$ cat config.mk
export PLATFORM = sky130hd
export DESIGN_NAME = pldr_diag_regs
export DESIGN_NICKNAME = d
export VERILOG_FILES = /design/src/design/pldr_pkg.sv /design/src/design/pldr_diag_regs.sv /design/src/design/pldr_len_qual.sv /design/src/design/pldr_sample_ctrl.sv
export VERILOG_INCLUDE_DIRS = /design/src /design/src/design
export SDC_FILE = /design/constraint.sdc
export NUM_CORES = 1
export LEC_CHECK = 0
export ABC_CLOCK_PERIOD_IN_PS = 2200
export BUFFER_PORTS_ARGS = -buffer_cell sky130_fd_sc_hd__buf_2
export CORE_ASPECT_RATIO = 0.9
export CORE_MARGIN = 10
export CORE_UTILIZATION = 44
export CTS_BUF_LIST = sky130_fd_sc_hd__clkbuf_16
export CTS_CLUSTER_SIZE = 20
export DETAILED_ROUTE_END_ITERATION = 10
export PLACE_DENSITY_LB_ADDON = 0.05
export SLEW_MARGIN = 20
export SYNTH_ARGS = -nofsm -noshare
export SYNTH_HDL_FRONTEND = slang
export SYNTH_SLANG_ARGS = --single-unit
$ cat constraint.sdc
create_clock -name core_clk -period 2.2 [get_ports core_clk]
set_input_delay 0.22 -clock core_clk [delete_from_list [all_inputs] [get_ports core_clk]]
set_output_delay 0.22 -clock core_clk [all_outputs]
set_load 0.03 [all_outputs]
$ cat src/design/pldr_cfg.svh
// constants for the link diagnostics read-out registers
// Behaviour
// diagnostics page visible only when page bits equal 10
// length meaningful only at 100 Mb/s with link
// length in meters, read-only, bits 7:0
// undeterminable length reads as all-ones byte
// reserved bits ignore writes, read zero
// sample request with select zero fetches long-term offset
// sample request with select one fetches control value
// sample request bit always reads zero
// sampled value loads into offset field bits 7:0
// offset field is two's-complement, 0x7F..0x80
// control value equals offset plus phase correction
// one-cycle processor request; field holds until reload
`ifndef PLDR_CFG_SVH
`define PLDR_CFG_SVH

`define PLDR_IDX_LSB 2
`define PLDR_IDX_REGISTER_PAGE_SELECTOR 6'h13
`define PLDR_IDX_LEN 6'h14
`define PLDR_IDX_FREQ 6'h15
`define PLDR_PAGE_DIAG 2'h2
`define PLDR_PAGE_W 2
`define PLDR_BIT_SAMPLE 15
`define PLDR_BIT_SELCTL 8
`define PLDR_FIELD_W 8
`define PLDR_LEN_UNKNOWN 8'hFF
`define PLDR_RST_PAGE 2'h0
`define PLDR_RST_FIELD 8'h00
`define PLDR_BE_LOW 0
`define PLDR_BE_HIGH 1

`endif

$ cat src/design/pldr_pkg.sv
// types shared by the link diagnostics read-out registers
package pldr_pkg;

	// cable length status from the receive path
	typedef struct packed {
		logic speed100;
		logic linkUp;
		logic lenValid;
		logic [7:0] meters;
	} pldr_len_s;

	// values answered by the signal processor
	typedef struct packed {
		logic [7:0] offset;
		logic [7:0] correction;
	} pldr_dsp_s;

	typedef enum logic [2:0] {
		PLDR_IDLE = 3'b001,
		PLDR_ASK = 3'b010,
		PLDR_WAIT = 3'b100
	} pldr_samp_e;

endpackage

$ cat src/design/pldr_diag_regs.sv
// link diagnostics read-out registers behind an Avalon-MM slave
//
// Local design decision: register access over Avalon-MM.
`include "pldr_cfg.svh"
module pldr_diag_regs #(
	parameter int ADDR_W = 8,
	parameter int DATA_W = 32
) (
	input wire logic core_clk,
	input wire logic rst,
	input wire logic [ADDR_W-1:0] avs_address,
	input wire logic avs_read,
	input wire logic avs_write,
	input wire logic [DATA_W-1:0] avs_writedata,
	input wire logic [DATA_W/8-1:0] avs_byteenable,
	output logic [DATA_W-1:0] avs_readdata,
	output logic avs_waitrequest,
	input wire pldr_pkg::pldr_len_s lenIn,
	input wire logic dspAck,
	input wire pldr_pkg::pldr_dsp_s dspVal,
	output logic dspReq
);
	localparam int IDX_W = ADDR_W - `PLDR_IDX_LSB;

	if (ADDR_W < 8) begin : g_addr_chk
		$error("address too narrow for the register map");
	end
	if (DATA_W != 32) begin : g_data_chk
		$error("only a 32-bit data bus is served");
	end

	// bus state
	logic ackQ;
	logic next_ackQ;
	logic [DATA_W-1:0] next_readdata;

	// register state
	logic [`PLDR_PAGE_W-1:0] register_page_selector;
	logic [`PLDR_PAGE_W-1:0] next_register_page_selector;
	logic selCtrl;
	logic next_selCtrl;

	// decode
	logic req;
	logic accept;
	logic [IDX_W-1:0] wordIdx;
	logic hitPage;
	logic hitLen;
	logic hitFreq;
	logic diagOpen;
	logic beLow;
	logic beHigh;
	logic wrSel;
	logic start;

	// sub-block results
	logic [7:0] lenMeters;
	logic [7:0] freqField;
	logic sampBusy;

	pldr_len_qual u_len (
		.core_clk(core_clk),
		.rst(rst),
		.lenIn(lenIn),
		.meters(lenMeters)
	);

	pldr_sample_ctrl u_samp (
		.core_clk(core_clk),
		.rst(rst),
		.start(start),
		.selCtrl(wrSel),
		.dspAck(dspAck),
		.dspVal(dspVal),
		.dspReq(dspReq),
		.busy(sampBusy),
		.sample(freqField)
	);

	// every access takes exactly one wait cycle: data is prepared on the
	// first edge and the access completes on the second
	assign req = avs_read || avs_write;
	assign avs_waitrequest = req && !ackQ;
	assign accept = req && ackQ;

	assign wordIdx = avs_address[ADDR_W-1:`PLDR_IDX_LSB];
	assign hitPage = (wordIdx == IDX_W'(`PLDR_IDX_REGISTER_PAGE_SELECTOR));
	assign hitLen = (wordIdx == IDX_W'(`PLDR_IDX_LEN));
	assign hitFreq = (wordIdx == IDX_W'(`PLDR_IDX_FREQ));
	assign diagOpen = (register_page_selector == `PLDR_PAGE_DIAG);
	assign beLow = avs_byteenable[`PLDR_BE_LOW];
	assign beHigh = avs_byteenable[`PLDR_BE_HIGH];

	// the select bit written together with the request takes effect at once
	assign wrSel = beHigh ? avs_writedata[`PLDR_BIT_SELCTL] : selCtrl;

	// a request while a sample is still in flight is dropped
	assign start = accept && avs_write && diagOpen && hitFreq && beHigh
		&& avs_writedata[`PLDR_BIT_SAMPLE] && !sampBusy;

	always_comb begin
		next_ackQ = req && !ackQ;
	end

	always_comb begin
		next_readdata = avs_readdata;
		if (avs_read && !ackQ) begin
			next_readdata = '0;
			if (hitPage) begin
				next_readdata[`PLDR_PAGE_W-1:0] = register_page_selector;
			end else if (hitLen && diagOpen) begin
				next_readdata[`PLDR_FIELD_W-1:0] = lenMeters;
			end else if (hitFreq && diagOpen) begin
				// the request bit stays zero in the word
				next_readdata[`PLDR_BIT_SELCTL] = selCtrl;
				next_readdata[`PLDR_FIELD_W-1:0] = freqField;
			end
		end
	end

	always_comb begin
		next_register_page_selector = register_page_selector;
		next_selCtrl = selCtrl;
		if (accept && avs_write) begin
			if (hitPage && beLow) begin
				next_register_page_selector = avs_writedata[`PLDR_PAGE_W-1:0];
			end
			if (hitFreq && diagOpen && beHigh) begin
				next_selCtrl = avs_writedata[`PLDR_BIT_SELCTL];
			end
		end
	end

	always_ff @(posedge core_clk or posedge rst) begin
		if (rst) begin
			ackQ <= 1'b0;
			avs_readdata <= '0;
		end else begin
			ackQ <= next_ackQ;
			avs_readdata <= next_readdata;
		end
	end

	always_ff @(posedge core_clk or posedge rst) begin
		if (rst) begin
			register_page_selector <= `PLDR_RST_PAGE;
			selCtrl <= 1'b0;
		end else begin
			register_page_selector <= next_register_page_selector;
			selCtrl <= next_selCtrl;
		end
	end

	a_wait_one: assert property (@(posedge core_clk) disable iff (rst)
		req && avs_waitrequest |=> !avs_waitrequest)
		else $error("access not answered after one wait cycle");

	a_page_gate: assert property (@(posedge core_clk) disable iff (rst)
		avs_read && !ackQ && (hitLen || hitFreq) && !diagOpen
		|=> avs_readdata == '0)
		else $error("diagnostics register visible outside its page");

	a_sample_zero: assert property (@(posedge core_clk) disable iff (rst)
		!avs_readdata[`PLDR_BIT_SAMPLE])
		else $error("sample request bit read back as one");

	a_resv_zero: assert property (@(posedge core_clk) disable iff (rst)
		avs_read && !ackQ && diagOpen && (hitLen || hitFreq)
		|=> avs_readdata[DATA_W-1:`PLDR_BIT_SELCTL+1] == '0
		&& (!$past(hitLen) || !avs_readdata[`PLDR_BIT_SELCTL]))
		else $error("reserved bits not zero");

	a_start_req: assert property (@(posedge core_clk) disable iff (rst)
		start |=> dspReq ##1 !dspReq)
		else $error("write of request bit gave no single processor request");

	a_len_read: assert property (@(posedge core_clk) disable iff (rst)
		avs_read && !ackQ && hitLen && diagOpen
		|=> avs_readdata[`PLDR_FIELD_W-1:0] == $past(lenMeters))
		else $error("length read does not match estimate");

	a_sel_write: assert property (@(posedge core_clk) disable iff (rst)
		accept && avs_write && hitFreq && diagOpen && beHigh
		|=> selCtrl == $past(avs_writedata[`PLDR_BIT_SELCTL]))
		else $error("select bit not stored on write");

	a_unknown_len: assert property (@(posedge core_clk) disable iff (rst)
		avs_read && !ackQ && hitLen && diagOpen && !lenIn.linkUp
		&& $past(!lenIn.linkUp)
		|=> avs_readdata[`PLDR_FIELD_W-1:0] == `PLDR_LEN_UNKNOWN)
		else $error("length without link not all-ones");

	// select in force for the request in flight, kept only for the load checks
	logic reqSel;
	logic next_reqSel;

	always_comb begin
		next_reqSel = reqSel;
		if (start) begin
			next_reqSel = wrSel;
		end
	end

	always_ff @(posedge core_clk or posedge rst) begin
		if (rst) begin
			reqSel <= 1'b0;
		end else begin
			reqSel <= next_reqSel;
		end
	end

	// bus and register map
	a_ack_pulse: assert property (@(posedge core_clk) disable iff (rst)
		ackQ |=> !ackQ)
		else $error("acknowledge held for more than one cycle");

	a_read_stand: assert property (@(posedge core_clk) disable iff (rst)
		!(avs_read && !ackQ) |=> $stable(avs_readdata))
		else $error("read data changed without a new read");

	a_unmapped_zero: assert property (@(posedge core_clk) disable iff (rst)
		avs_read && !ackQ && !hitPage && !hitLen && !hitFreq |=> avs_readdata == '0)
		else $error("unmapped register read not zero");

	a_page_write: assert property (@(posedge core_clk) disable iff (rst)
		accept && avs_write && hitPage && beLow
		|=> register_page_selector == $past(avs_writedata[`PLDR_PAGE_W-1:0]))
		else $error("page select not stored on write");

	a_page_hold: assert property (@(posedge core_clk) disable iff (rst)
		!(accept && avs_write && hitPage && beLow) |=> $stable(register_page_selector))
		else $error("page select changed without a write");

	a_page_read: assert property (@(posedge core_clk) disable iff (rst)
		avs_read && !ackQ && hitPage
		|=> avs_readdata[`PLDR_PAGE_W-1:0] == $past(register_page_selector))
		else $error("page select read back wrong");

	a_page_upper: assert property (@(posedge core_clk) disable iff (rst)
		avs_read && !ackQ && hitPage |=> avs_readdata[DATA_W-1:`PLDR_PAGE_W] == '0)
		else $error("page select upper bits not zero");

	a_len_resv: assert property (@(posedge core_clk) disable iff (rst)
		avs_read && !ackQ && hitLen && diagOpen
		|=> avs_readdata[DATA_W-1:`PLDR_FIELD_W] == '0)
		else $error("length register upper bits not zero");

	a_len_ignore: assert property (@(posedge core_clk) disable iff (rst)
		accept && avs_write && hitLen |=> $stable(register_page_selector) && $stable(selCtrl))
		else $error("write to length register changed state");

	a_freq_resv: assert property (@(posedge core_clk) disable iff (rst)
		avs_read && !ackQ && hitFreq && diagOpen
		|=> avs_readdata[`PLDR_BIT_SAMPLE-1:`PLDR_BIT_SELCTL+1] == '0)
		else $error("frequency reserved bits not zero");

	a_freq_field: assert property (@(posedge core_clk) disable iff (rst)
		avs_read && !ackQ && hitFreq && diagOpen
		|=> avs_readdata[`PLDR_FIELD_W-1:0] == $past(freqField))
		else $error("offset field read back wrong");

	a_freq_sel: assert property (@(posedge core_clk) disable iff (rst)
		avs_read && !ackQ && hitFreq && diagOpen
		|=> avs_readdata[`PLDR_BIT_SELCTL] == $past(selCtrl))
		else $error("select bit read back wrong");

	a_sel_hold: assert property (@(posedge core_clk) disable iff (rst)
		!(accept && avs_write && hitFreq && diagOpen && beHigh) |=> $stable(selCtrl))
		else $error("select bit changed without a write");

	a_closed_write: assert property (@(posedge core_clk) disable iff (rst)
		accept && avs_write && hitFreq && !diagOpen |=> !dspReq && $stable(selCtrl))
		else $error("write acted on a closed diagnostics page");

	// cable length path
	a_len_pass: assert property (@(posedge core_clk) disable iff (rst)
		lenIn.speed100 && lenIn.linkUp && lenIn.lenValid
		|=> lenMeters == $past(lenIn.meters))
		else $error("valid length not passed through");

	a_len_slow: assert property (@(posedge core_clk) disable iff (rst)
		!lenIn.speed100 |=> lenMeters == `PLDR_LEN_UNKNOWN)
		else $error("length below 100 Mb/s not all-ones");

	a_len_novalid: assert property (@(posedge core_clk) disable iff (rst)
		!lenIn.lenValid |=> lenMeters == `PLDR_LEN_UNKNOWN)
		else $error("undetermined length not all-ones");

	// sampler hand-off
	a_req_cause: assert property (@(posedge core_clk) disable iff (rst)
		dspReq |-> $past(start))
		else $error("processor request without a sample write");

	a_req_gap: assert property (@(posedge core_clk) disable iff (rst)
		dspReq |=> !dspReq ##1 !dspReq)
		else $error("processor requests too close together");

	a_req_busy: assert property (@(posedge core_clk) disable iff (rst)
		dspReq |=> sampBusy)
		else $error("sampler idle right after a request");

	a_busy_drop: assert property (@(posedge core_clk) disable iff (rst)
		accept && avs_write && hitFreq && beHigh && avs_writedata[`PLDR_BIT_SAMPLE]
		&& sampBusy |=> !dspReq)
		else $error("sample write taken while a sample was in flight");

	a_off_load: assert property (@(posedge core_clk) disable iff (rst)
		dspAck && sampBusy && !dspReq && !reqSel
		|=> freqField == $past(dspVal.offset))
		else $error("long-term offset not loaded");

	a_ctrl_load: assert property (@(posedge core_clk) disable iff (rst)
		dspAck && sampBusy && !dspReq && reqSel
		|=> freqField == 8'($past(dspVal.offset) + $past(dspVal.correction)))
		else $error("control value not loaded as offset plus correction");

	a_field_stand: assert property (@(posedge core_clk) disable iff (rst)
		!(dspAck && sampBusy && !dspReq) |=> $stable(freqField))
		else $error("offset field changed without a completed request");
endmodule

$ cat src/design/pldr_len_qual.sv
// cable length qualifier: passes the estimate only on a valid 100 Mb/s link
`include "pldr_cfg.svh"
module pldr_len_qual (
	input wire logic core_clk,
	input wire logic rst,
	input wire pldr_pkg::pldr_len_s lenIn,
	output logic [7:0] meters
);
	logic [7:0] next_meters;
	logic usable;

	always_comb begin
		usable = lenIn.speed100 && lenIn.linkUp && lenIn.lenValid;
		next_meters = usable ? lenIn.meters : `PLDR_LEN_UNKNOWN;
	end

	always_ff @(posedge core_clk or posedge rst) begin
		if (rst) begin
			meters <= `PLDR_RST_FIELD;
		end else begin
			meters <= next_meters;
		end
	end

	a_len_unknown: assert property (@(posedge core_clk) disable iff (rst)
		!(lenIn.speed100 && lenIn.linkUp) |=> meters == `PLDR_LEN_UNKNOWN)
		else $error("length not all-ones without 100 Mb/s link");
endmodule

$ cat src/design/pldr_sample_ctrl.sv
// frequency offset sampler: one request to the signal processor per start
`include "pldr_cfg.svh"
module pldr_sample_ctrl (
	input wire logic core_clk,
	input wire logic rst,
	input wire logic start,
	input wire logic selCtrl,
	input wire logic dspAck,
	input wire pldr_pkg::pldr_dsp_s dspVal,
	output logic dspReq,
	output logic busy,
	output logic [7:0] sample
);
	pldr_pkg::pldr_samp_e state;
	pldr_pkg::pldr_samp_e next_state;
	logic selQ;
	logic next_selQ;
	logic [7:0] next_sample;

	// request is a one-cycle pulse taken straight from the state
	assign dspReq = (state == pldr_pkg::PLDR_ASK);
	assign busy = (state != pldr_pkg::PLDR_IDLE);

	always_comb begin
		next_state = state;
		next_selQ = selQ;
		next_sample = sample;
		case (state)
			pldr_pkg::PLDR_IDLE: begin
				if (start) begin
					next_selQ = selCtrl;
					next_state = pldr_pkg::PLDR_ASK;
				end
			end
			pldr_pkg::PLDR_ASK: begin
				next_state = pldr_pkg::PLDR_WAIT;
			end
			pldr_pkg::PLDR_WAIT: begin
				if (dspAck) begin
					// wraps like the processor's own 8-bit two's-complement sum
					next_sample = selQ ? 8'(dspVal.offset + dspVal.correction)
						: dspVal.offset;
					next_state = pldr_pkg::PLDR_IDLE;
				end
			end
			default: begin
				next_state = pldr_pkg::PLDR_IDLE;
			end
		endcase
	end

	always_ff @(posedge core_clk or posedge rst) begin
		if (rst) begin
			state <= pldr_pkg::PLDR_IDLE;
			selQ <= 1'b0;
			sample <= `PLDR_RST_FIELD;
		end else begin
			state <= next_state;
			selQ <= next_selQ;
			sample <= next_sample;
		end
	end

	a_req_single: assert property (@(posedge core_clk) disable iff (rst)
		dspReq |=> !dspReq)
		else $error("processor request longer than one cycle");

	a_hold_value: assert property (@(posedge core_clk) disable iff (rst)
		!(state == pldr_pkg::PLDR_WAIT && dspAck) |=> sample == $past(sample))
		else $error("offset field changed without a completed request");
endmodule

Word level (Yosys, flattened, before mapping)
Cells that the tools add are included.
{ "classes": {"bitwise_logic": 0, "order_cmp": 0, "shift": 0, "eq_ne": 10, "multipliers": 0, "n_reduce_logical": 23, "addsub": 1, "n_div": 0, "muxes": 11} }
{ "ops": {"columns": ["cell", "count"], "rows": [
  ["$mux 8", 3],
  ["$eq 6x5->1 const B", 3],
  ["$logic_and 1x1->1", 15],
  ["$reduce_and 2->1", 5],
  ["$mux 9", 1],
  ["$pmux 3 s3", 1],
  ["$add 8x8->8", 1],
  ["$mux 7", 1],
  ["$mux 3", 2],
  ["$ne 2x2->1 const B", 2],
  ["$eq 3x1->1 const B", 1],
  ["$eq 3x2->1 const B", 1],
  ["$eq 3x3->1 const B", 1],
  ["$ne 3x1->1 const B", 1],
  ["$eq 2x2->1 const B", 1],
  ["$logic_not 1->1", 2],
  ["$mux 1", 2],
  ["$mux 2", 1],
  ["$logic_or 1x1->1", 1]
]} }
{ "totals": {"ram_bits": 0, "inputBits": 76, "wordCells": 53, "latch_bits": 0, "rom_bits": 0, "output_inout_bits": 34, "register_bits": 33, "n_memories": 0} }

Depth between registers and ports, before layout
Gate-level depths: netlist (run 1).
{ "logic_depth": {"ltp_word": 10, "ltp_mapped": 9} }

Modules after synthesis
A second synthesis (run 1) with hierarchy kept.
{ "hier_totals": {"hier_cells": 206, "area_unflattened_um2": 2043.2} }
{ "by_module_without_submodules": {"columns": ["module", "instances", "area_per_inst_um2", "cells_per_inst"], "rows": [
  ["pldr_sample_ctrl", 1, 893.4, 99],
  ["pldr_diag_regs", 1, 860.8, 87],
  ["pldr_len_qual", 1, 289.0, 20]
]} }

Least setup slack after synthesis (run 1)
OpenSTA, ideal clock, no wires.
{ "synth_path": {"path_kind": "input-to-reg", "from": "in dspVal[0] (netlist name)", "to": "reg u_samp.sample[6]", "arrival_time_ns": 1.547, "n_path_buf": 0, "path_slack_ns": 0.588, "setup_time_ns": 0.065, "cell_stages": 9, "path_cell_list": "ha_1 > inv_1 > fa_1 > nor2b_1 > nor3_1 > o21bai_1 > a21oi_1 > mux2_1 > nand2_1"} }
{ "synth_between": {"elab_chain_cells": 2} }
{ "synth_rtl": {"columns": ["item", "line", "rtl"], "rows": [
  ["from (decl)", "pldr_diag_regs.sv:20", "input wire pldr_pkg::pldr_dsp_s dspVal,"],
  ["$add 8x8->8", "pldr_sample_ctrl.sv:41", "next_sample = selQ ? 8'(dspVal.offset + dspVal.correction)"],
  ["$mux 8", "pldr_sample_ctrl.sv:41", null],
  ["to (signal assigned)", "pldr_sample_ctrl.sv:56", "sample <= `PLDR_RST_FIELD;"],
  ["to (signal assigned)", "pldr_sample_ctrl.sv:60", "sample <= next_sample;"],
  ["to (decl)", "pldr_sample_ctrl.sv:12", "output logic [7:0] sample"]
]} }
Every way passes these cells.
A chain may end at the register's enable or synchronous reset.

Final worst setup path (run 1)
{ "layout_path": {"from": "reg register_page_selector[0]", "to": "reg u_samp.selQ"} }
{ "layout_between": {"elab_chain_cells": 7} }
{ "layout_rtl": {"columns": ["item", "line", "rtl"], "rows": [
  ["from (decl)", "pldr_diag_regs.sv:38", "logic [`PLDR_PAGE_W-1:0] register_page_selector;"],
  ["from (signal assigned)", "pldr_diag_regs.sv:146", "register_page_selector <= `PLDR_RST_PAGE;"],
  ["from (signal assigned)", "pldr_diag_regs.sv:149", "register_page_selector <= next_register_page_selector;"],
  ["$eq 2x2->1 (no source line)", null, null],
  ["$logic_and 1x1->1 (5 in a row)", "pldr_diag_regs.sv:98", "assign start = accept && avs_write && diagOpen && hitFreq && beHigh"],
  ["$reduce_and 2->1 (no source line)", null, null],
  ["to (signal assigned)", "pldr_sample_ctrl.sv:59", "selQ <= next_selQ;"],
  ["to (decl)", "pldr_sample_ctrl.sv:16", "logic selQ;"]
]} }
Every way passes these cells.

==> results of run 1 <==
[cells by family (layout without fill, tap and decap cells)]
family	after synthesis	after routing	share of synthesized area
compound gates	32	32	0.110
buf+inv	37	75	0.119
fa+ha+maj	8	8	0.0561
xor+xnor	4	4	0.0183
other cells	1	23	0.00195
simple gates	57	57	0.176
flops	33	33	0.431
mux	16	16	0.0880
[final cells by class]
class	instances	area share
clock buffers	5	0.0540
clock inverters	3	0.00540
inverters	10	0.0162
multi-input cells	140	0.409
flip-flops and latches	33	0.357
well taps	60	0.0324
repair buffers	57	0.126
[worst max-delay path: stages (launching register included)]
cell and delay (ns):
dfrtp_1 0.38, and4bb_1 0.32, nand3_2 0.14, nor2_4 0.16, and4b_4 0.24, mux2_1 0.32
[flip-flops by register name, indices dropped and copies added (netlist names)]
name and cells:
ackQ 1, avs_readdata 9, register_page_selector 2, selCtrl 1
u_len.meters 8, u_samp.sample 8, u_samp.selQ 1, u_samp.state 3
[per-stage QoR]
stage / setup WS (ns) / area (µm²) / cells / power, mW
after floorplan: 0.588 / 2000 / 210 / 0.810
after global placement: 0.355 / 2180 / 300 / 0.845
after detailed placement: 0.364 / 2180 / 300 / 0.846
after CTS: 0.502 / 2320 / 308 / 1.48
after global routing: 0.433 / 2320 / 308 / 1.53
final: 0.515 / 2320 / 308 / 1.46
[routing by layer]
metal	vias to the layer above	part of all wire
li1	726	-
met1	664	0.41
met2	64	0.44
met3	5	0.13
met4	0	0.0095
met5	-	0
[worst paths after layout]
kind	start	endpoint	cells past startpoint	slack, ns
worst max-delay path	register_page_selector[0]	u_samp.selQ	5	0.52
worst min-delay path	rst	u_samp.sample[5]	3	0.03
worst max register to register	register_page_selector[0]	u_samp.selQ	5	0.52
worst min register to register	u_len.meters[5]	avs_readdata[5]	2	0.47
max in group asynchronous	rst	u_samp.state[0]	3	1.85
min in group core_clk	lenIn[5]	u_len.meters[5]	2	0.14
[cell usage in the layout, fill, tap and decap left out, types with 6 or more instances in the layout]
cell type and n:
or2_2 8, dfrtp_1 32, conb_1 23, mux2i_1 9, nand2_1 8, nor2b_1 7, a21oi_1 13, inv_1 12
ha_1 7, buf_2 54, a222oi_1 6, nor2_1 15
[report_power, final]
part           total (mW)  switching, mW  internal [mW]
clock               0.625          0.219          0.407
combinational       0.216          0.139         0.0770
sequential          0.620        0.00399          0.616
[cells in the mapped netlist, types with 4 or more instances]
cell type / number / share of area
nand2_1: 8 / 0.016
or2_2: 8 / 0.026
inv_1: 10 / 0.020
ha_1: 7 / 0.046
nor2_1: 15 / 0.029
buf_4: 23 / 0.090
nand3_1: 5 / 0.013
dfrtp_1: 32 / 0.42
nor2b_1: 7 / 0.023
o21ai_0: 4 / 0.010
mux2i_1: 9 / 0.047
a21oi_1: 13 / 0.034
mux2_1: 5 / 0.029
a222oi_1: 6 / 0.031
==> summary.md, run 1 <==
| Metric | Value |
|---|---|
| Vias per inst | `4.74` |
| GRT met2 Usage | `0.183` |
| Min Hold Slack | `0.0260 ns` |
| CP max FO | `3` |
| Worst vdd rail ir drop | `0.000359 V` |
| Ys flop type | `dfrtp_1` |
| GRT Resource Usage Total | `0.113` |
| Utilization after layout | `0.557` |
| Cts hold-fix bufs | `0` |
| # DRC | `0` |
| Site Rows | `22` |
| ANT cells | `0` |
| Final cycle utilization of the critical path | `0.766` |
| Synth Instances | `188` |
| TritonCTS Buffers | `5` |
| First-pass GRT wire length | `6.44 mm` |
| Chip width | `89.6 µm` |
| Routed via count | `1459` |
| Gr ovfl total | `0` |
| Gp weighted congestion | `0.727` |
| Avg Inst Size Synth | `10.2 µm²` |
| TritonRoute pass-1 iters | `4` |
| Yosys reg bits | `33` |
| Layout area overhead | `20.7%` |
| Global routing's busiest layer | `met2` |
| Largest net degree at the start of global routing | `34` |
| CTS root buf | `clkbuf_16` |
| H-tree levels | `2` |
| Final ANT Viol Nets | `0` |
| Crit path required time | `2.35 ns` |
| Fin crit period | `1.68 ns` |
| Clock transition at path regs | `0.05 ns` |
| FF+latch area | `827 µm²` |
| Post-CTS Setup Inserts | `0` |
| Multi-input logic area | `947 µm²` |
| Post-Syn Area | `1920 µm²` |
| Slew Limit Fails | `0` |
| PwrDens | `631 nW/µm²` |
| Critical path class | `reg -> reg` |
| Final wirelength | `4.19 mm` |
| Final setup TNS | `0 ns` |
| Clock Path Buffers | `2` |
| RSZ-0062 raised after global routing | `false` |
| 1st-iter DRT viols | `82` |
| Clock Latency Late Sink | `0.27 ns` |
| Final hold vios | `0` |
| Port Buffers | `54` |
| Max Cap Viol | `0` |
| CTS tree | `yes` |
| Initial antenna violation count | `0` |
| HP Class | `in -> async` |
| Status | `finished clean` |
| Async S/R FF share, synth | `1.00` |
| Pleak | `1.19 nW` |
| Crit. End Element | `flip-flop` |
| Post-synthesis sequential area ratio | `0.431` |
| Vias in the first global route | `1485` |
| Die ar. | `7410 µm²` |
| Die Ht | `82.7 µm` |
| Layout cells sized above 1 | `0.327` |
| CP arrival | `1.83 ns` |
| Peak Freq | `594 MHz` |
| Initial cell density of the core | `0.462` |
| Fill count | `392` |
| Setup clock skew after layout | `0.00485 ns` |
| Distinct cells, synth | `43` |
| PostCTS Resize Cnt | `0` |
| Synth Warn # | `0` |
| Met3 Track Usage GR | `0.0509` |
| Number of flops mapped to enable cells by yosys | `0` |
| DPL Wire Length | `3.49 mm` |
| Wire length per cell | `13.6 µm` |
| Global Route met1 Usage | `0.129` |
| I/O pins | `110` |
| Final setup fails | `0` |
| Setup crit start kind | `flip-flop` |
| Num Clock Sinks | `33` |
| Net count, final | `331` |
| Core area | `4160 µm²` |
Power figures use the tool's default switching activity.
==> run 2: changes to the inputs <==
--- a/config.mk
+++ b/config.mk
@@ -6,7 +6,7 @@
 export SDC_FILE = /design/constraint.sdc
 export NUM_CORES = 1
 export LEC_CHECK = 0
-export ABC_CLOCK_PERIOD_IN_PS = 2200
+export ABC_CLOCK_PERIOD_IN_PS = 1650
 export BUFFER_PORTS_ARGS = -buffer_cell sky130_fd_sc_hd__buf_2
 export CORE_ASPECT_RATIO = 0.9
 export CORE_MARGIN = 10
==> constraint.sdc (replaced) <==
create_clock -name core_clk -period 1.65 [get_ports core_clk]
set_input_delay 0.165 -clock core_clk [delete_from_list [all_inputs] [get_ports core_clk]]
set_output_delay 0.165 -clock core_clk [all_outputs]
set_load 0.03 [all_outputs]
==> summary.md, run 2 (synthesis gave the netlist of run 1 again) <==
| Metric | Value |
|---|---|
| GRT met2 Usage | `0.191 (was 0.183)` |
| Gp weighted congestion | `0.733 (was 0.727)` |
| Max FFs per register | `9 (unchanged)` |
| GRT Resource Usage Total | `0.118 (was 0.113)` |
| Initial cell density of the core | `0.462 (unchanged)` |
| Placed cells | `312 (was 300)` |
| RSZ-0062 raised after global routing | `false (unchanged)` |
| CTS tree | `yes (unchanged)` |
| Critical path class | `reg -> reg (unchanged)` |
| First-pass GRT wire length | `6.71 mm (was 6.44 mm)` |
| Status | `finished clean (unchanged)` |
| Met3 Track Usage GR | `0.0460 (was 0.0509)` |
| Final hold vios | `0 (unchanged)` |
| HP Class | `in -> reg (was in -> async)` |
| I/O pins | `110 (unchanged)` |
| PwrDens | `832 nW/µm² (was 631 nW/µm²)` |
| Max Cap Viol | `0 (unchanged)` |
| Global Route met1 Usage | `0.136 (was 0.129)` |
| Final setup TNS | `0 ns (unchanged)` |
| Die ar. | `7410 µm² (unchanged)` |
| Port Buffers | `54 (unchanged)` |
| # DRC | `0 (unchanged)` |
| Layout area overhead | `26.4% (was 20.7%)` |
| Layout cells sized above 1 | `0.368 (was 0.327)` |
| Net count, final | `344 (was 331)` |
| Final ANT Viol Nets | `0 (unchanged)` |
| Slew headroom | `0.665` |
| Routed via count | `1497 (was 1459)` |
| Core area | `4160 µm² (unchanged)` |
| Top Registers | `avs_readdata (9), u_len.meters (8), u_samp.sample (8) (unchanged)` |
| Critical path origin | `register_page_selector[0] (unchanged)` |
| Most frequent cells in the layout | `buf_2 (54), dfrtp_1 (32), conb_1 (23), nor2_1 (15), buf_4 (15) (was buf_2 (54), dfrtp_1 (32), conb_1 (23), nor2_1 (15), a21oi_1 (13))` |
| Pre-CTS setup slack | `-0.118 ns (was 0.364 ns)` |
| Clock Latency Late Sink | `0.27 ns (about the same)` |
| Gr ovfl total | `0 (unchanged)` |
| Final cycle utilization of the critical path | `0.950 (was 0.766)` |
| Worst-margin pin slew | `0.502 ns` |
| Site Rows | `22 (unchanged)` |
| Post-CTS Setup Inserts | `0 (unchanged)` |
| Num Clock Sinks | `33 (unchanged)` |
| Largest net degree at the start of global routing | `34 (unchanged)` |
| Fin crit period | `1.57 ns (was 1.68 ns)` |
| TritonCTS Buffers | `5 (unchanged)` |
| Final setup fails | `0 (unchanged)` |
| TritonRoute pass-1 iters | `4 (unchanged)` |
| CP arrival | `1.73 ns (was 1.83 ns)` |
| Setup crit start kind | `flip-flop (unchanged)` |
| Initial antenna violation count | `0 (unchanged)` |
| DPL Wire Length | `3.57 mm (was 3.49 mm)` |
| Vias per inst | `4.66 (was 4.74)` |
| Reg2Reg Launch Point | `register_page_selector[0] (unchanged)` |
| Clock Path Buffers | `2 (unchanged)` |
| Setup ws final | `0.0819 ns (was 0.515 ns)` |
| Clock transition at path regs | `0.05 ns (about the same)` |
| Chip width | `89.6 µm (unchanged)` |
| Die Ht | `82.7 µm (unchanged)` |
| Commonest non-fill, non-tap cell in the layout | `buf_2 (unchanged)` |
| Setup clock skew after layout | `0.00310 ns (was 0.00485 ns)` |
| Peak Freq | `638 MHz (was 594 MHz)` |
| 1st-iter DRT viols | `71 (was 82)` |
| Crit path required time | `1.81 ns (was 2.35 ns)` |
| Utilization after layout | `0.584 (was 0.557)` |
| Register with the most flip-flops | `avs_readdata (unchanged)` |
| ANT cells | `0 (unchanged)` |
| Vias in the first global route | `1528 (was 1485)` |
| Fin cells | `321 (was 308)` |
| Worst vdd rail ir drop | `0.000631 V (was 0.000359 V)` |
| CTS root buf | `clkbuf_16 (unchanged)` |
| CP max FO | `2 (was 3)` |
| Wire length per cell | `13.5 µm (was 13.6 µm)` |
| Slew Limit Fails | `0 (unchanged)` |
| Hold path startpoint | `lenIn[7]` |
| Global routing's busiest layer | `met2 (unchanged)` |
| Final wirelength | `4.34 mm (was 4.19 mm)` |
| Pleak | `1.25 nW (was 1.19 nW)` |
| H-tree levels | `2 (unchanged)` |
| Crit. End Element | `flip-flop (unchanged)` |
## run 2: cell types whose count changed in the layout (fill, tap and decap cells not counted)
cell / previous run / this run
dlygate4sd3_1: 0 / 1
buf_4: 3 / 15
mux2_1: 5 / 4
clkinvlp_4: 0 / 1
inv_1: 12 / 10
clkinv_2: 1 / 2
mux2_4: 0 / 1
## run 2: through the flow
step	area [µm²]	hold slack (ns)	power, mW
final	2430	0.0754	2.02
after CTS	2420	0.0707	2.04
after global routing	2430	0.0790	2.13
after global placement	2270	0.273	1.15
after floorplan	2000	0.277	1.08
after detailed placement	2270	0.274	1.15
## run 2: where the power goes
part | internal (mW) | switching, mW | total, mW
clock network | 0.552 | 0.325 | 0.876
logic | 0.124 | 0.191 | 0.316
registers | 0.821 | 0.00546 | 0.826
total | 1.50 | 0.522 | 2.02
## run 2: worst paths after layout
check,slack (ns),end,depth (start not counted)
setup / recovery,0.08,u_samp.selQ,5
hold / removal,0.08,u_len.meters[7],2
setup reg to reg,0.08,u_samp.selQ,5
hold reg to reg,0.48,avs_readdata[5],2
max in group asynchronous,0.81,u_samp.state[0],4
min in group asynchronous,0.52,u_len.meters[4],4
## run 2: layout make-up
class / instances / area (µm²)
timing repair buffer: 70 / 393
inverter: 10 / 37.5
clock buffer: 5 / 125
clock inverter: 3 / 17.5
multi-input combinational: 140 / 951
fill: 398 / 1730
sequential: 33 / 827
tap: 60 / 75.1
## run 2: what timing repair did
action / in CTS / in global routing
hold buffers: 1 / 0
hold endpoints to repair: 32 / 0
setup endpoints to repair: 0 / 1
resized for setup: 0 / 1
## run 2: per-layer routing
layer | share of wire | wire length [µm] | up-vias
li1 | - | - | 751
met1 | 0.41 | 1800 | 683
met2 | 0.45 | 1970 | 56
met3 | 0.12 | 503 | 7
met4 | 0.016 | 71 | 0
met5 | 0 | 0 | -
## run 2: worst max-delay path, cell delays in order (launching register included)
cell and delay (ns):
dfrtp_1 0.37, and4bb_1 0.30, nand3_2 0.13, nor2_4 0.12, and4b_4 0.24, mux2_4 0.30
==> run 3: changes to the inputs <==
--- a/config.mk
+++ b/config.mk
@@ -15,6 +15,7 @@
 export CTS_CLUSTER_SIZE = 20
 export DETAILED_ROUTE_END_ITERATION = 10
 export PLACE_DENSITY_LB_ADDON = 0.05
+export RECOVER_POWER = 25
 export SLEW_MARGIN = 20
 export SYNTH_ARGS = -nofsm -noshare
 export SYNTH_HDL_FRONTEND = slang
==> summary.md, run 3 (synthesis gave the netlist of run 1 again) <==
| Metric | Value |
|---|---|
| Buf+Inv Stages, Crit Path | `0 (unchanged)` |
| Final hold vios | `0 (unchanged)` |
| Clock transition at path regs | `0.05 ns (about the same)` |
| Slew headroom | `0.472 (was 0.665)` |
| Largest net degree at the start of global routing | `34 (unchanged)` |
| Vias in the first global route | `1528 (unchanged)` |
| Crit-path leading delay family | `simple AND/OR/NAND/NOR gates (unchanged)` |
| Crit path required time | `1.81 ns (about the same)` |
| Port Buffers | `54 (unchanged)` |
| TritonRoute pass-1 iters | `4 (unchanged)` |
| Status | `finished clean (unchanged)` |
| Final ANT Viol Nets | `0 (unchanged)` |
| ANT cells | `0 (unchanged)` |
| Peak Freq | `638 MHz (unchanged)` |
| Site Rows | `22 (unchanged)` |
| Layout cells sized above 1 | `0.368 (unchanged)` |
| HP Class | `in -> reg (unchanged)` |
| GRT Resource Usage Total | `0.118 (unchanged)` |
| CTS tree | `yes (unchanged)` |
| DPL Wire Length | `3.57 mm (unchanged)` |
| Fill count | `399 (was 398)` |
| CP arrival | `1.73 ns (about the same)` |
| Setup crit start kind | `flip-flop (unchanged)` |
| Worst vdd rail ir drop | `0.000631 V (about the same)` |
| RSZ-0062 raised after global routing | `false (unchanged)` |
| Die Ht | `82.7 µm (unchanged)` |
| Initial cell density of the core | `0.462 (unchanged)` |
| Worst path slowest cell | `dfrtp_1 (unchanged)` |
| PwrDens | `833 nW/µm² (was 832 nW/µm²)` |
| Top Registers | `avs_readdata (9), u_len.meters (8), u_samp.sample (8) (unchanged)` |
| Core area | `4160 µm² (unchanged)` |
| Gr ovfl total | `0 (unchanged)` |
| Pre-CTS setup slack | `-0.118 ns (unchanged)` |
| Largest stage delay on the critical path | `0.37 ns (about the same)` |
| Utilization after layout | `0.583 (was 0.584)` |
| Setup clock skew after layout | `0.00310 ns (unchanged)` |
| H-tree levels | `2 (unchanged)` |
| Register with the most flip-flops | `avs_readdata (unchanged)` |
| Wire length per cell | `13.5 µm (about the same)` |
| # DRC | `0 (unchanged)` |
| Net count, final | `344 (unchanged)` |
| Min Hold Slack | `0.0754 ns (unchanged)` |
| Num Clock Sinks | `33 (unchanged)` |
| CTS root buf | `clkbuf_16 (unchanged)` |
| Clock Latency Late Sink | `0.27 ns (about the same)` |
| Final cycle utilization of the critical path | `0.950 (unchanged)` |
| Die ar. | `7410 µm² (unchanged)` |
| Final wirelength | `4.34 mm (about the same)` |
| Fin cells | `321 (unchanged)` |
| Worst-margin pin slew | `0.792 ns (was 0.502 ns)` |
| Post-CTS Setup Inserts | `0 (unchanged)` |
| Setup ws final | `0.0819 ns (unchanged)` |
| Vias per inst | `4.66 (unchanged)` |
| CP Cell Sequence | `and4bb_1 -> nand3_2 -> nor2_4 -> and4b_4 -> mux2_4 (unchanged)` |
| Layout area overhead | `26.3% (was 26.4%)` |
| Placed cells | `312 (unchanged)` |
| CP max FO | `2 (unchanged)` |
| Slew Limit Fails | `0 (unchanged)` |
| TritonCTS Buffers | `5 (unchanged)` |
| Most frequent cells in the layout | `buf_2 (54), dfrtp_1 (32), conb_1 (23), nor2_1 (15), buf_4 (14) (was buf_2 (54), dfrtp_1 (32), conb_1 (23), nor2_1 (15), buf_4 (15))` |
| Gp weighted congestion | `0.733 (unchanged)` |
| Initial antenna violation count | `0 (unchanged)` |
| Pleak | `1.24 nW (was 1.25 nW)` |
| Fin crit period | `1.57 ns (unchanged)` |
| Max FFs per register | `9 (unchanged)` |
| Max Cap Viol | `0 (unchanged)` |
| Final setup fails | `0 (unchanged)` |
| First-pass GRT wire length | `6.71 mm (unchanged)` |
| Chip width | `89.6 µm (unchanged)` |
| I/O pins | `110 (unchanged)` |
| Crit. End Element | `flip-flop (unchanged)` |
| Clock Path Buffers | `2 (unchanged)` |
| 1st-iter DRT viols | `69 (was 71)` |
| Critical path class | `reg -> reg (unchanged)` |
| Commonest non-fill, non-tap cell in the layout | `buf_2 (unchanged)` |
| Final Power | `2.02 mW (about the same)` |
| Routed via count | `1497 (unchanged)` |
==> run 3: layout make-up <==
| cell class | instances | area, µm² | share of cell area |
|---|---|---|---|
| Clock buffer | 5 | 125 | 0.0516 |
| Clock inverter | 3 | 17.5 | 0.00723 |
| Inverter | 10 | 37.5 | 0.0155 |
| Multi-Input combinational cell | 140 | 951 | 0.392 |
| Sequential cell | 33 | 827 | 0.341 |
| Tap cell | 60 | 75.1 | 0.0310 |
| Timing Repair Buffer | 70 | 390 | 0.161 |
==> run 3: layer usage <==
layer / global-route usage / share of wire
met1: 0.136 / 0.41
met2: 0.191 / 0.45
met3: 0.0460 / 0.12
met4: 0.0524 / 0.016
met5: 0 / 0
==> run 3: path summary, 6_finish.rpt <==
| check | from | end | slack [ns] | depth (start not counted) |
|---|---|---|---|---|
| worst max-delay path | register_page_selector[0] | u_samp.selQ | 0.08 | 5 |
| worst min-delay path | lenIn[7] | u_len.meters[7] | 0.08 | 2 |
| worst max register to register | register_page_selector[0] | u_samp.selQ | 0.08 | 5 |
| worst min register to register | u_len.meters[5] | avs_readdata[5] | 0.48 | 2 |
| max in group asynchronous | rst | selCtrl | 0.49 | 4 |
| min in group asynchronous | rst | u_len.meters[4] | 0.67 | 4 |
==> run 3: where the power goes <==
part	internal, mW	leakage, nW	switching (mW)	total, mW
combinational	0.123	0.758	0.191	0.315
sequential	0.821	0.417	0.00546	0.826
clock	0.552	0.0696	0.325	0.876
total	1.50	1.24	0.522	2.02
==> run 3: timing repair <==
action	CTS	global route
endpoints found under the hold margin	32	0
hold buffers	1	0
resized for setup	0	1
endpoints found under the setup margin	0	1
==> run 3: metrics by stage <==
step,instance area [µm²],setup TNS (ns)
4_1_cts,2420,0
3_3_place_gp,2270,-0.196
3_5_place_dp,2270,-0.226
5_1_grt,2420,0
6_report,2420,0
2_1_floorplan,2000,0
